--- src/rtl/mps_pkg.sv ---
// package for the motor protection supervisor: constants, carriers, states
// assumes one 40 MHz clock and comparator flags already digitised
package mps_pkg;

   localparam int CLK_HZ = 40000000;
   localparam int TICK_TIME_US = 1000;
   localparam int TICK_CYCLES = (CLK_HZ / 1000000) * TICK_TIME_US;
   localparam int LOCK_TIME_MS = 500;
   localparam int AUTO_RELEASE_MS = 5000;
   localparam logic [12:0] LOCK_TICKS = 13'(LOCK_TIME_MS * 1000 / TICK_TIME_US);
   localparam logic [12:0] RELEASE_TICKS = 13'(AUTO_RELEASE_MS * 1000 / TICK_TIME_US);

   localparam logic [7:0] ADDR_CTRL = 8'h00;
   localparam logic [7:0] ADDR_STATUS = 8'h04;
   localparam logic [7:0] ADDR_IRQ_STATUS = 8'h08;
   localparam logic [7:0] ADDR_IRQ_MASK = 8'h0c;

   localparam int CTRL_FORCE_BRAKE = 0;
   localparam int CTRL_LOCK_ENABLE = 1;
   localparam logic [1:0] CTRL_RESET = 2'h2;

   localparam int EV_LOW_SUPPLY_LOCKOUT = 0;
   localparam int EV_HIGH_SUPPLY_LOCKOUT = 1;
   localparam int EV_OCP = 2;
   localparam int EV_LOCK = 3;
   localparam int EV_THERMAL = 4;
   localparam int EV_WIDTH = 5;
   localparam logic [4:0] MASK_RESET = 5'h00;

   localparam logic [1:0] HTRANS_NONSEQ = 2'h2;

   typedef enum logic {
      MPS_RUN = 1'b0,
      MPS_LOCKED = 1'b1
   } mps_lock_state_t;

   typedef struct packed {
      logic supply_at_or_below_low;
      logic supply_at_or_above_release;
      logic high_supply_lockout;
      logic overcurrent_guard;
      logic temp_above_trip;
      logic temp_below_release;
   } mps_sense_t;

   typedef struct packed {
      logic [2:0] upper_on;
      logic [2:0] lower_on;
   } mps_bridge_t;

endpackage

--- src/rtl/mps_supervisor.sv ---
// protection supervisor: bridge override, lock latch, ahb-lite registers
// assumes all inputs synchronous to hclk; one ahb-lite slave, zero wait states
//
// Local design decisions: the address map and the AHB-Lite interface to the registers.
`timescale 1ns/100ps
module mps_supervisor
#(
   parameter int TICK_CYCLES = mps_pkg::TICK_CYCLES
)
(
   input wire logic hclk,
   input wire logic hresetn,
   input wire logic hsel,
   input wire logic [31:0] haddr,
   input wire logic [1:0] htrans,
   input wire logic hwrite,
   input wire logic [2:0] hsize,
   input wire logic [31:0] hwdata,
   input wire logic hready,
   output logic [31:0] hrdata,
   output logic hreadyout,
   output logic hresp,
   input wire mps_pkg::mps_sense_t sense,
   input wire logic hall_differential,
   input wire logic sleep,
   input wire logic lock_release_select,
   input wire logic rotation_direction,
   input wire logic brake_command,
   input wire logic speed_pwm_mode,
   input wire logic speed_command_pwm_low,
   input wire logic speed_command_dc_low,
   input wire mps_pkg::mps_bridge_t drive_request,
   output mps_pkg::mps_bridge_t bridge,
   output logic irq
);

   typedef struct packed {
      logic [15:0] prescale;
      logic [12:0] hall_ticks;
      logic [12:0] lock_ticks;
      mps_pkg::mps_lock_state_t lock_state;
      logic low_supply_lockout;
      logic thermal_off;
      logic hall_prev;
      logic dir_prev;
      logic high_supply_lockout_prev;
      logic ocp_prev;
      logic [1:0] ctrl;
      logic [4:0] irq_status;
      logic [4:0] irq_mask;
      logic wr_pending;
      logic [7:0] wr_addr;
      logic [31:0] rdata;
      mps_pkg::mps_bridge_t bridge;
      logic irq;
   } mps_state_t;

   mps_state_t s;
   mps_state_t next_s;

   function automatic logic reg_hit(input logic [31:0] addr, input logic [7:0] offset);
      reg_hit = (addr[7:0] == offset) && (addr[31:8] == 24'h000000);
   endfunction

   logic tick;
   logic hall_fall;
   logic dir_change;
   logic speed_low;
   logic auto_release;
   logic forced_release;
   logic lock_declare;
   logic brake_active;
   logic addr_phase;
   logic [4:0] events;
   logic [31:0] status_word;

   always_comb
   begin
      next_s = s;
      // prescaler gives a one-cycle enable per millisecond
      tick = (s.prescale == 16'(TICK_CYCLES - 1));
      next_s.prescale = tick ? 16'h0000 : s.prescale + 16'h0001;

      hall_fall = s.hall_prev & ~hall_differential;
      dir_change = s.dir_prev ^ rotation_direction;
      speed_low = speed_pwm_mode ? speed_command_pwm_low : speed_command_dc_low;
      next_s.hall_prev = hall_differential;
      next_s.dir_prev = rotation_direction;
      next_s.high_supply_lockout_prev = sense.high_supply_lockout;
      next_s.ocp_prev = sense.overcurrent_guard;

      // low supply lockout with hysteresis
      if (sense.supply_at_or_below_low)
      begin
         next_s.low_supply_lockout = 1'b1;
      end
      else if (sense.supply_at_or_above_release)
      begin
         next_s.low_supply_lockout = 1'b0;
      end

      // thermal latch with hysteresis
      if (sense.temp_above_trip)
      begin
         next_s.thermal_off = 1'b1;
      end
      else if (sense.temp_below_release)
      begin
         next_s.thermal_off = 1'b0;
      end

      forced_release = sleep | s.low_supply_lockout;
      auto_release = ~lock_release_select
         & ((s.lock_ticks >= mps_pkg::RELEASE_TICKS)
         | hall_fall
         | speed_low
         | dir_change
         | brake_command);
      lock_declare = 1'b0;

      case (s.lock_state)
         mps_pkg::MPS_RUN:
         begin
            next_s.lock_ticks = 13'h0000;
            if (hall_fall || forced_release || !s.ctrl[mps_pkg::CTRL_LOCK_ENABLE])
            begin
               next_s.hall_ticks = 13'h0000;
            end
            else if (s.hall_ticks >= mps_pkg::LOCK_TICKS)
            begin
               lock_declare = 1'b1;
               next_s.lock_state = mps_pkg::MPS_LOCKED;
            end
            else if (tick)
            begin
               next_s.hall_ticks = s.hall_ticks + 13'h0001;
            end
         end
         mps_pkg::MPS_LOCKED:
         begin
            if (forced_release || auto_release)
            begin
               next_s.lock_state = mps_pkg::MPS_RUN;
               next_s.hall_ticks = 13'h0000;
            end
            else if (tick && s.lock_ticks < mps_pkg::RELEASE_TICKS)
            begin
               next_s.lock_ticks = s.lock_ticks + 13'h0001;
            end
         end
         default:
         begin
            next_s.lock_state = mps_pkg::MPS_RUN;
         end
      endcase

      brake_active = s.low_supply_lockout
         | sense.high_supply_lockout
         | sense.overcurrent_guard
         | (s.lock_state == mps_pkg::MPS_LOCKED)
         | s.ctrl[mps_pkg::CTRL_FORCE_BRAKE];

      if (s.thermal_off)
      begin
         next_s.bridge = '0;
      end
      else if (brake_active)
      begin
         next_s.bridge.upper_on = 3'h0;
         next_s.bridge.lower_on = 3'h7;
      end
      else
      begin
         next_s.bridge = drive_request;
      end

      events = '0;
      events[mps_pkg::EV_LOW_SUPPLY_LOCKOUT] = next_s.low_supply_lockout & ~s.low_supply_lockout;
      events[mps_pkg::EV_HIGH_SUPPLY_LOCKOUT] = sense.high_supply_lockout & ~s.high_supply_lockout_prev;
      events[mps_pkg::EV_OCP] = sense.overcurrent_guard & ~s.ocp_prev;
      events[mps_pkg::EV_LOCK] = lock_declare;
      events[mps_pkg::EV_THERMAL] = next_s.thermal_off & ~s.thermal_off;

      status_word = '0;
      status_word[0] = s.low_supply_lockout;
      status_word[1] = sense.high_supply_lockout;
      status_word[2] = sense.overcurrent_guard;
      status_word[3] = (s.lock_state == mps_pkg::MPS_LOCKED);
      status_word[4] = s.thermal_off;
      status_word[5] = brake_active;
      status_word[6] = lock_release_select;

      // ahb-lite: write data taken in data phase, read data set up at address phase end
      addr_phase = hsel & hready & (htrans == mps_pkg::HTRANS_NONSEQ);
      next_s.wr_pending = addr_phase & hwrite & (haddr[31:8] == 24'h000000);
      next_s.wr_addr = haddr[7:0];
      next_s.rdata = 32'h00000000;
      if (s.wr_pending)
      begin
         if (s.wr_addr == mps_pkg::ADDR_CTRL)
         begin
            next_s.ctrl = hwdata[1:0];
         end
         if (s.wr_addr == mps_pkg::ADDR_IRQ_MASK)
         begin
            next_s.irq_mask = hwdata[4:0];
         end
      end
      if (addr_phase && !hwrite)
      begin
         if (reg_hit(haddr, mps_pkg::ADDR_CTRL))
         begin
            next_s.rdata = {30'h00000000, s.ctrl};
         end
         if (reg_hit(haddr, mps_pkg::ADDR_STATUS))
         begin
            next_s.rdata = status_word;
         end
         if (reg_hit(haddr, mps_pkg::ADDR_IRQ_STATUS))
         begin
            next_s.rdata = {27'h0000000, s.irq_status};
            next_s.irq_status = 5'h00;
         end
         if (reg_hit(haddr, mps_pkg::ADDR_IRQ_MASK))
         begin
            next_s.rdata = {27'h0000000, s.irq_mask};
         end
      end
      // a new event wins over the read clear
      next_s.irq_status = next_s.irq_status | events;
      next_s.irq = |(next_s.irq_status & next_s.irq_mask);
   end

   always_ff @(posedge hclk or negedge hresetn)
   begin
      if (!hresetn)
      begin
         s <= '0;
         s.ctrl <= mps_pkg::CTRL_RESET;
         s.irq_mask <= mps_pkg::MASK_RESET;
         s.lock_state <= mps_pkg::MPS_RUN;
      end
      else
      begin
         s <= next_s;
      end
   end

   assign hrdata = s.rdata;
   assign hreadyout = 1'b1;
   assign hresp = 1'b0;
   assign bridge = s.bridge;
   assign irq = s.irq;

endmodule

--- config.mk ---
export PLATFORM = sky130hd
export DESIGN_NAME = mps_supervisor
export DESIGN_NICKNAME = d
export VERILOG_FILES = /design/src/rtl/mps_pkg.sv /design/src/rtl/mps_supervisor.sv
export SDC_FILE = /design/constraint.sdc
export NUM_CORES = 1
export LEC_CHECK = 0
export ABC_AREA = 1
export ABC_CLOCK_PERIOD_IN_PS = 1900
export BUFFER_PORTS_ARGS = -buffer_cell sky130_fd_sc_hd__buf_2
export CORE_ASPECT_RATIO = 2
export CORE_MARGIN = 4
export CORE_UTILIZATION = 33
export CTS_CLUSTER_SIZE = 20
export DETAILED_ROUTE_END_ITERATION = 16
export PLACE_DENSITY_LB_ADDON = 0.25
export SKIP_CTS_REPAIR_TIMING = 1
export SYNTH_ARGS = -nofsm -noshare
export SYNTH_HDL_FRONTEND = slang
export SYNTH_SLANG_ARGS = --single-unit
--- constraint.sdc ---
create_clock -name hclk -period 1.9 [get_ports hclk]
set_clock_uncertainty 0.1 [all_clocks]
set_input_delay 0.19 -clock hclk [delete_from_list [all_inputs] [get_ports hclk]]
set_output_delay 0.19 -clock hclk [all_outputs]
set_load 0.005 [all_outputs]
==> results.md, run 1 <==
* Outcome: finished, violations left
* Failing checks: negative hold slack
* TritonRoute pass-1 iters at 4
* Number of synthesized flops with an enable pin at 0
* Netlist cell types at between 40 and 50
* Initial antenna violation count at 0
* Average size of a mapped cell at between 7 and 8 um2
* Crit Path Class: flip-flop to flip-flop
* Worst flop-to-flop path endpoint: s[72]$_DFFE_PN0P_
* Yosys top cell by area: dfrtp_1
* Mapped Area at about 0.0046 mm2
* Worst vdd ir at approximately 0.00042 V
* Placed cell count at 816
* Synth Warn # at 0
* Core area at around 0.014 mm2
* Max-cap violation count at 0
* Worst-Skew Late Latency at 350 ps
* Tmin final at between 1500 and 2000 ps
* Pin count of the biggest net entering global routing at 40
* RSZ-0062 raised after global routing: yes
* Post-synth top area share at 45.5%
* DRC at 0
* Hold Path End: bridge[2]$_DFF_PN0_
* Async set or reset register ratio after synthesis at between 90% and 100%
* Crit path DAT at between 2000 and 2500 ps
* Placed inst area at roughly 0.0051 mm2
* Reg clk slew, reported paths at 70 ps
* ANT nets after route at 0
* GRT overflow at 0
* Root buffer cell: clkbuf_16
* Clock Sinks at between 80 and 90
* Vias at just over 4000
* Beginning of the worst hold path: drive_request[2]
* Initial core utilization at 33.8%
* Worst-path maximum fanout at 5
* Share of cells above drive strength 1 at 24.3%
* Vias in the first global route at roughly 4000
* R2R cell count at 11
* Post-synthesis sequential area ratio at between 40% and 50%
* Clock Path Buffers at 2
* Top Ports at approximately 140
* Hold depth at 3
* Post-route cell area at ~0.0058 mm2
* Required time of the critical path at roughly 2100 ps
* Number of port buffers at just under 80
* Hold Crit Class: primary input to flip-flop
* Overall Power at between 0.003 and 0.004 W
* Post-route non-filler standard cell count at between 800 and 900
* FF+latch count, synth at between 80 and 90
* Top FF cell, synth: dfrtp_1
* Top cells by area, synth: dfrtp_1, nand2_1, buf_4
* Cell Pwr Density at 672 mW/mm2
* Final RePlAce weighted congestion at 0.895
* Pins over their slew limit at 0
* CTS tree: yes
* Rows at 60
* H-tree levels at 3
* R2r startpoint: s[93]$_DFF_PN0_
* CP Launch Type: flip-flop
* First-pass GRT wire length at around 18000 um
* Die W at roughly 91 um
* Tcrit/Tclk final at around 99%
* Avg WL per Cell at roughly 13 um
* CTS buffer count at 9
* Nets@finish at approximately 800
* Final Core Density at between 40% and 50%
* Final Hold Vio Count at 1
* DR vias/cell at roughly 4.7
* Worst setup startpoint: s[93]$_DFF_PN0_
* Max Clk Rate at 0.530 GHz
* Die Ht at 174 um
* Die Area at 0.0159 mm2
* DPL Wire Length at ~8700 um
* CP Capture Type: flip-flop
* R2R setup slack at 10 ps
* Post-Synthesis Cells at ~570
* ANT cells at 0
* Area grow syn2layout at 27.5%
* Drt initial violations at around 110
* Post-Route WL at roughly 12000 um
* Setup violators final at 0
* Leakage at between 3 and 4 nW
* Final hold slack at -15.0 ps
* GRT Util Overall at about 14%
[synth_stat cells (2+ instances only)]
cell,number
buf_4,41
a21oi_1,9
o211ai_1,2
conb_1,2
nor2_2,2
mux2_2,2
xor2_1,12
buf_2,3
dfrtp_1,83
nor3b_1,3
nor4_1,3
a31oi_1,3
xnor2_1,3
nand2_1,137
nand4_1,12
ha_1,5
nor2_4,3
nand2_4,2
nor2_1,81
or2_1,2
o21ai_0,18
nor3_1,12
o21ai_1,2
nand3_1,45
inv_1,67
[layout by cell type, fill, tap and decap left out, types with 5 or more instances in the layout]
cell type / count
nand2_1: 127
dfrtp_1: 83
buf_2: 76
nor2_1: 75
inv_1: 64
nand3_1: 44
buf_4: 35
conb_1: 27
dlygate4sd3_1: 24
o21ai_0: 17
nand4_1: 12
nor3_1: 12
xor2_1: 12
nand2_2: 10
a21oi_1: 9
clkbuf_16: 9
nor2_4: 6
nor2_2: 5
inv_6: 5
[registers in the layout (all words and copies together) (netlist names)]
| signal | cells |
|---|---|
| hrdata | 7 |
| bridge | 6 |
| irq | 1 |
| s | 70 |
[layout make-up]
class	count	area (um2)
inverter	68	255
clock buffer	9	225
multi-input combinational	402	2040
timing repair buffer	137	923
fill	1346	7690
sequential	84	2100
tap	155	194
clock inverter	7	78.8
[routing by layer]
layer	wire length [um]	GRT usage [%]	part of all wire, %	up-vias
met3	575	2.99	5.0	31
met5	0	0	0	-
li1	-	-	-	2012
met2	6420	27.3	56	139
met4	376	7.05	3.3	0
met1	4150	14.8	36	1897
[cells by family after synthesis]
family,Yosys count,share of synthesized area (%)
xor gates and xnor gates,15,2.88
AOI/OAI and AO/OA,42,5.57
DFF,84,46.1
other,2,0.165
buffers and inverters,116,13.6
muxes,2,0.494
and+or+nand+nor,308,29.8
adders and majority gates,5,1.37
[how the worst max path moves through the flow]
stage                     cells after the start                end  slack (ps)
final                                        11  s[72]$_DFFE_PN0P_          10
after floorplan                              10  s[89]$_DFFE_PN0P_         190
after global placement                        9   s[106]$_DFF_PN0_          20
after detailed placement                      9   s[106]$_DFF_PN0_         -30
after CTS                                    11  s[72]$_DFFE_PN0P_         -50
after global routing                         11  s[72]$_DFFE_PN0P_        -130
[worst max-delay path: stages (launching register included)]
cell	delay [ps]
dfrtp_1	360
ha_2	180
nand2_1	80
inv_2	70
nand3_2	100
nor2_4	170
nand2_4	90
nor2_4	180
nand3_4	190
nand2_4	170
nand2_1	70
nand2_1	50
[stage by stage]
| stage | TNS (ps) | setup WS [ps] |
|---|---|---|
| 3_3_place_gp | 0 | 16.8 |
| 5_1_grt | -1470 | -129 |
| 6_report | 0 | 12.9 |
| 2_1_floorplan | 0 | 188 |
| 3_5_place_dp | -94.2 | -27.2 |
| 4_1_cts | -531 | -52.4 |
[power breakdown]
group | internal, W | switching [W] | leakage [nW]
sequential | 0.00181 | 0.0000145 | 1.07
combinational | 0.000124 | 0.000142 | 1.78
clock | 0.00104 | 0.000780 | 0.152
(Power assumes the default switching activity.)
==> inputs of run 2 (changes only) <==
--- a/config.mk
+++ b/config.mk
@@ -6,14 +6,13 @@
 export NUM_CORES = 1
 export LEC_CHECK = 0
 export ABC_AREA = 1
-export ABC_CLOCK_PERIOD_IN_PS = 1900
+export ABC_CLOCK_PERIOD_IN_PS = 2400
 export BUFFER_PORTS_ARGS = -buffer_cell sky130_fd_sc_hd__buf_2
 export CORE_ASPECT_RATIO = 2
 export CORE_MARGIN = 4
 export CORE_UTILIZATION = 33
 export CTS_CLUSTER_SIZE = 20
 export DETAILED_ROUTE_END_ITERATION = 16
-export PLACE_DENSITY_LB_ADDON = 0.25
 export SKIP_CTS_REPAIR_TIMING = 1
 export SYNTH_ARGS = -nofsm -noshare
 export SYNTH_HDL_FRONTEND = slang
==> constraint.sdc (replaced) <==
create_clock -name hclk -period 2.4 [get_ports hclk]
set_clock_uncertainty 0.1 [all_clocks]
set_input_delay 0.24 -clock hclk [delete_from_list [all_inputs] [get_ports hclk]]
set_output_delay 0.24 -clock hclk [all_outputs]
set_load 0.02 [all_outputs]
==> run 2 against run 1 <==
  * The flow still finishes with violations (negative hold slack)
  * Sequential share of layout area is 3.1 points higher
  * Via count is 4.7% lower
  * Register-to-register slack better by 320 ps
  * Combinational power is 19% lower
  * Clock-buffer cell count is 2 higher
  * Power is 22% lower
  * Final area is 7.8% lower
  * Flip-flop and latch count stayed put
  * Non-clock buffer count is 40 lower
==> results.md, run 2 (synthesis gave the netlist of run 1 again) <==
* Vias at 3888 (was 4079)
* DRC at 0 (unchanged)
* Worst-Skew Late Latency at 340 ps (was 350 ps)
* Pin count of the biggest net entering global routing at 48 (was 40)
* Post-route cell area at 0.00537 mm2 (was 0.00582 mm2)
* Post-route setup slack at 271 ps (was 12.9 ps)
* Core area at 0.0135 mm2 (unchanged)
* Die Ht at 174 um (unchanged)
* First-pass GRT wire length at 17500 um (was 18300 um)
* Max Clk Rate at about 0.47 GHz
* Filler cell count in the final layout at 1410 (was 1346)
* Failing checks: negative hold slack (unchanged)
* Number of port buffers at 77 (unchanged)
* Root buffer cell: clkbuf_16 (unchanged)
* Final Hold Vio Count at 1 (unchanged)
* Setup_tns at 0 ps (unchanged)
* Switch Pwr at 0.000718 W (was 0.000936 W)
* Setup violators final at 0 (unchanged)
* Hold depth at 2 (was 3)
* Die W at 91.1 um (unchanged)
* Hold Crit Class: primary input to flip-flop (unchanged)
* Post-route non-filler standard cell count at 819 (was 862)
* Share of cells above drive strength 1 at 17.5% (was 24.3%)
* Int Pwr at 0.00232 W (was 0.00298 W)
* Hold Path End: s[64]$_DFF_PN0_ (was bridge[2]$_DFF_PN0_)
* Beginning of the worst hold path: sense[0] (was drive_request[2])
* Final hold slack at -10.8 ps (was -15.0 ps)
* Die Area at 0.0159 mm2 (unchanged)
* DR vias/cell at 4.75 (was 4.73)
* R2R cell count at 10 (was 11)
* Slew @ Worst Pin at slightly above 600 ps
* Clock Sinks at 84 (unchanged)
* Commonest cells after routing, fill and taps aside: nand2_1, dfrtp_1, nor2_1 (was nand2_1, dfrtp_1, buf_2)
* Max-cap violation count at 0 (unchanged)
* Crit Path Class: primary input to flip-flop (was flip-flop to flip-flop)
* Largest register by flop count: s (unchanged)
* ANT cells at 0 (unchanged)
* Initial core utilization at 33.8% (unchanged)
* R2r startpoint: s[93]$_DFF_PN0_ (unchanged)
* Crit path DAT at 2250 ps (was 2070 ps)
* Required time of the critical path at 2520 ps (was 2080 ps)
* Worst flop-to-flop path endpoint: s[88]$_DFFE_PN0P_ (was s[72]$_DFFE_PN0P_)
* Area grow syn2layout at 17.6% (was 27.5%)
* CP Launch Type: primary input (was flip-flop)
* Worst vdd ir at 0.000339 V (was 0.000422 V)
* Vias in the first global route at 3797 (was 3992)
* ANT nets after route at 0 (unchanged)
* Placed cell count at 789 (was 816)
* Initial antenna violation count at 0 (unchanged)
* RSZ-0062 raised after global routing: no (was yes)
* Top Ports at 135 (unchanged)
* Avg WL per Cell at 12.9 um (was 13.4 um)
* Area of the multi-input gates at 0.00193 mm2 (was 0.00204 mm2)
* Final RePlAce weighted congestion at 0.885 (was 0.895)
* Relative slew slack at 58.8%
* Drt initial violations at 155 (was 111)
* Nets@finish at 758 (was 801)
* TritonRoute pass-1 iters at 4 (unchanged)
* Reg clk slew, reported paths at 60 ps (was 70 ps)
* GRT Util Overall at 13.6% (was 14.5%)
* Register area at 0.00210 mm2 (unchanged)
* Tmin final at between 2000 and 2500 ps
* Outcome: finished, violations left (unchanged)
* Cell Pwr Density at 567 mW/mm2 (was 672 mW/mm2)
* Sw Ratio at 23.6% (was 23.9%)
* Tcrit/Tclk final at 88.7%
* R2R setup slack at 330 ps (was 10 ps)
* Max reg flops at 70 (unchanged)
* Commonest non-fill, non-tap cell in the layout: nand2_1 (unchanged)
* CTS tree: yes (unchanged)
* H-tree levels at 3 (unchanged)
* CTS buffer count at 9 (unchanged)
* Clock Path Buffers at 2 (unchanged)
* CP Capture Type: flip-flop (unchanged)
* Leakage at 2.78 nW (was 3.00 nW)
* Overall Power at 0.00304 W (was 0.00391 W)
* DPL Wire Length at 8110 um (was 8700 um)
* Sequential power share at 47.5% (was 46.7%)
* Rows at 60 (unchanged)
* Post-Route WL at 10600 um (was 11500 um)
* Pins over their slew limit at 0 (unchanged)
* Worst slack, placed at 334 ps (was -27.2 ps)
* Worst-path maximum fanout at 4 (was 5)
* Placed inst area at 0.00493 mm2 (was 0.00514 mm2)
* Clk pwr share at 45.4% (was 46.5%)
* GRT overflow at 0 (unchanged)
* Power share of the combinational group at 7.1% (was 6.8%)
run 2: worst max-delay path by stage:
stage	startpoint	cells past startpoint	to
floorplan	s[93]$_DFF_PN0_	10	s[89]$_DFFE_PN0P_
global placement	s[93]$_DFF_PN0_	10	s[90]$_DFFE_PN0P_
detailed placement	s[93]$_DFF_PN0_	10	s[88]$_DFFE_PN0P_
CTS	s[93]$_DFF_PN0_	10	s[80]$_DFFE_PN0P_
global route	s[93]$_DFF_PN0_	10	s[87]$_DFFE_PN0P_
finish	haddr[1]	8	hrdata[0]$_DFF_PN0_
run 2: area by class of cell:
cell class	count	share of cell area [%]
Inverter	68	4.76
Multi-Input combinational cell	399	36.0
Tap cell	155	3.61
Sequential cell	84	39.2
Timing Repair Buffer	97	10.9
Clock inverter	5	1.19
Clock buffer	11	4.34
run 2: power groups by stage:
stage | Clock, W | Combinational, W | Sequential [W]
4_1_cts | 0.00142 | 0.000199 | 0.00145
3_3_place_gp | 0 | 0.000193 | 0.00147
5_1_grt | 0.00147 | 0.000241 | 0.00145
3_5_place_dp | 0 | 0.000199 | 0.00147
6_report | 0.00138 | 0.000215 | 0.00145
2_1_floorplan | 0 | 0.000128 | 0.00147
run 2: through the flow:
step,hold slack [ps],utilization (%)
6_report,-10.8,39.7
5_1_grt,7.04,39.7
4_1_cts,-174,38.7
3_5_place_dp,202,36.5
3_3_place_gp,184,36.5
2_1_floorplan,-156,-
run 2: per-layer routing:
| metal | routed length [um] | GRT usage [%] | vias up |
|---|---|---|---|
| li1 | - | - | 1918 |
| met1 | 3990 | 14.9 | 1822 |
| met2 | 5760 | 24.5 | 130 |
| met3 | 590 | 2.64 | 18 |
| met4 | 235 | 6.86 | 0 |
| met5 | 0 | 0 | - |
run 2: worst max-delay path, stage by stage:
cell and delay (ps):
dlygate4sd3_1 530, buf_2 130, nor2_1 280, nand3_1 230
nor2_1 270, nand3_1 210, o21ai_0 280, a31oi_1 80
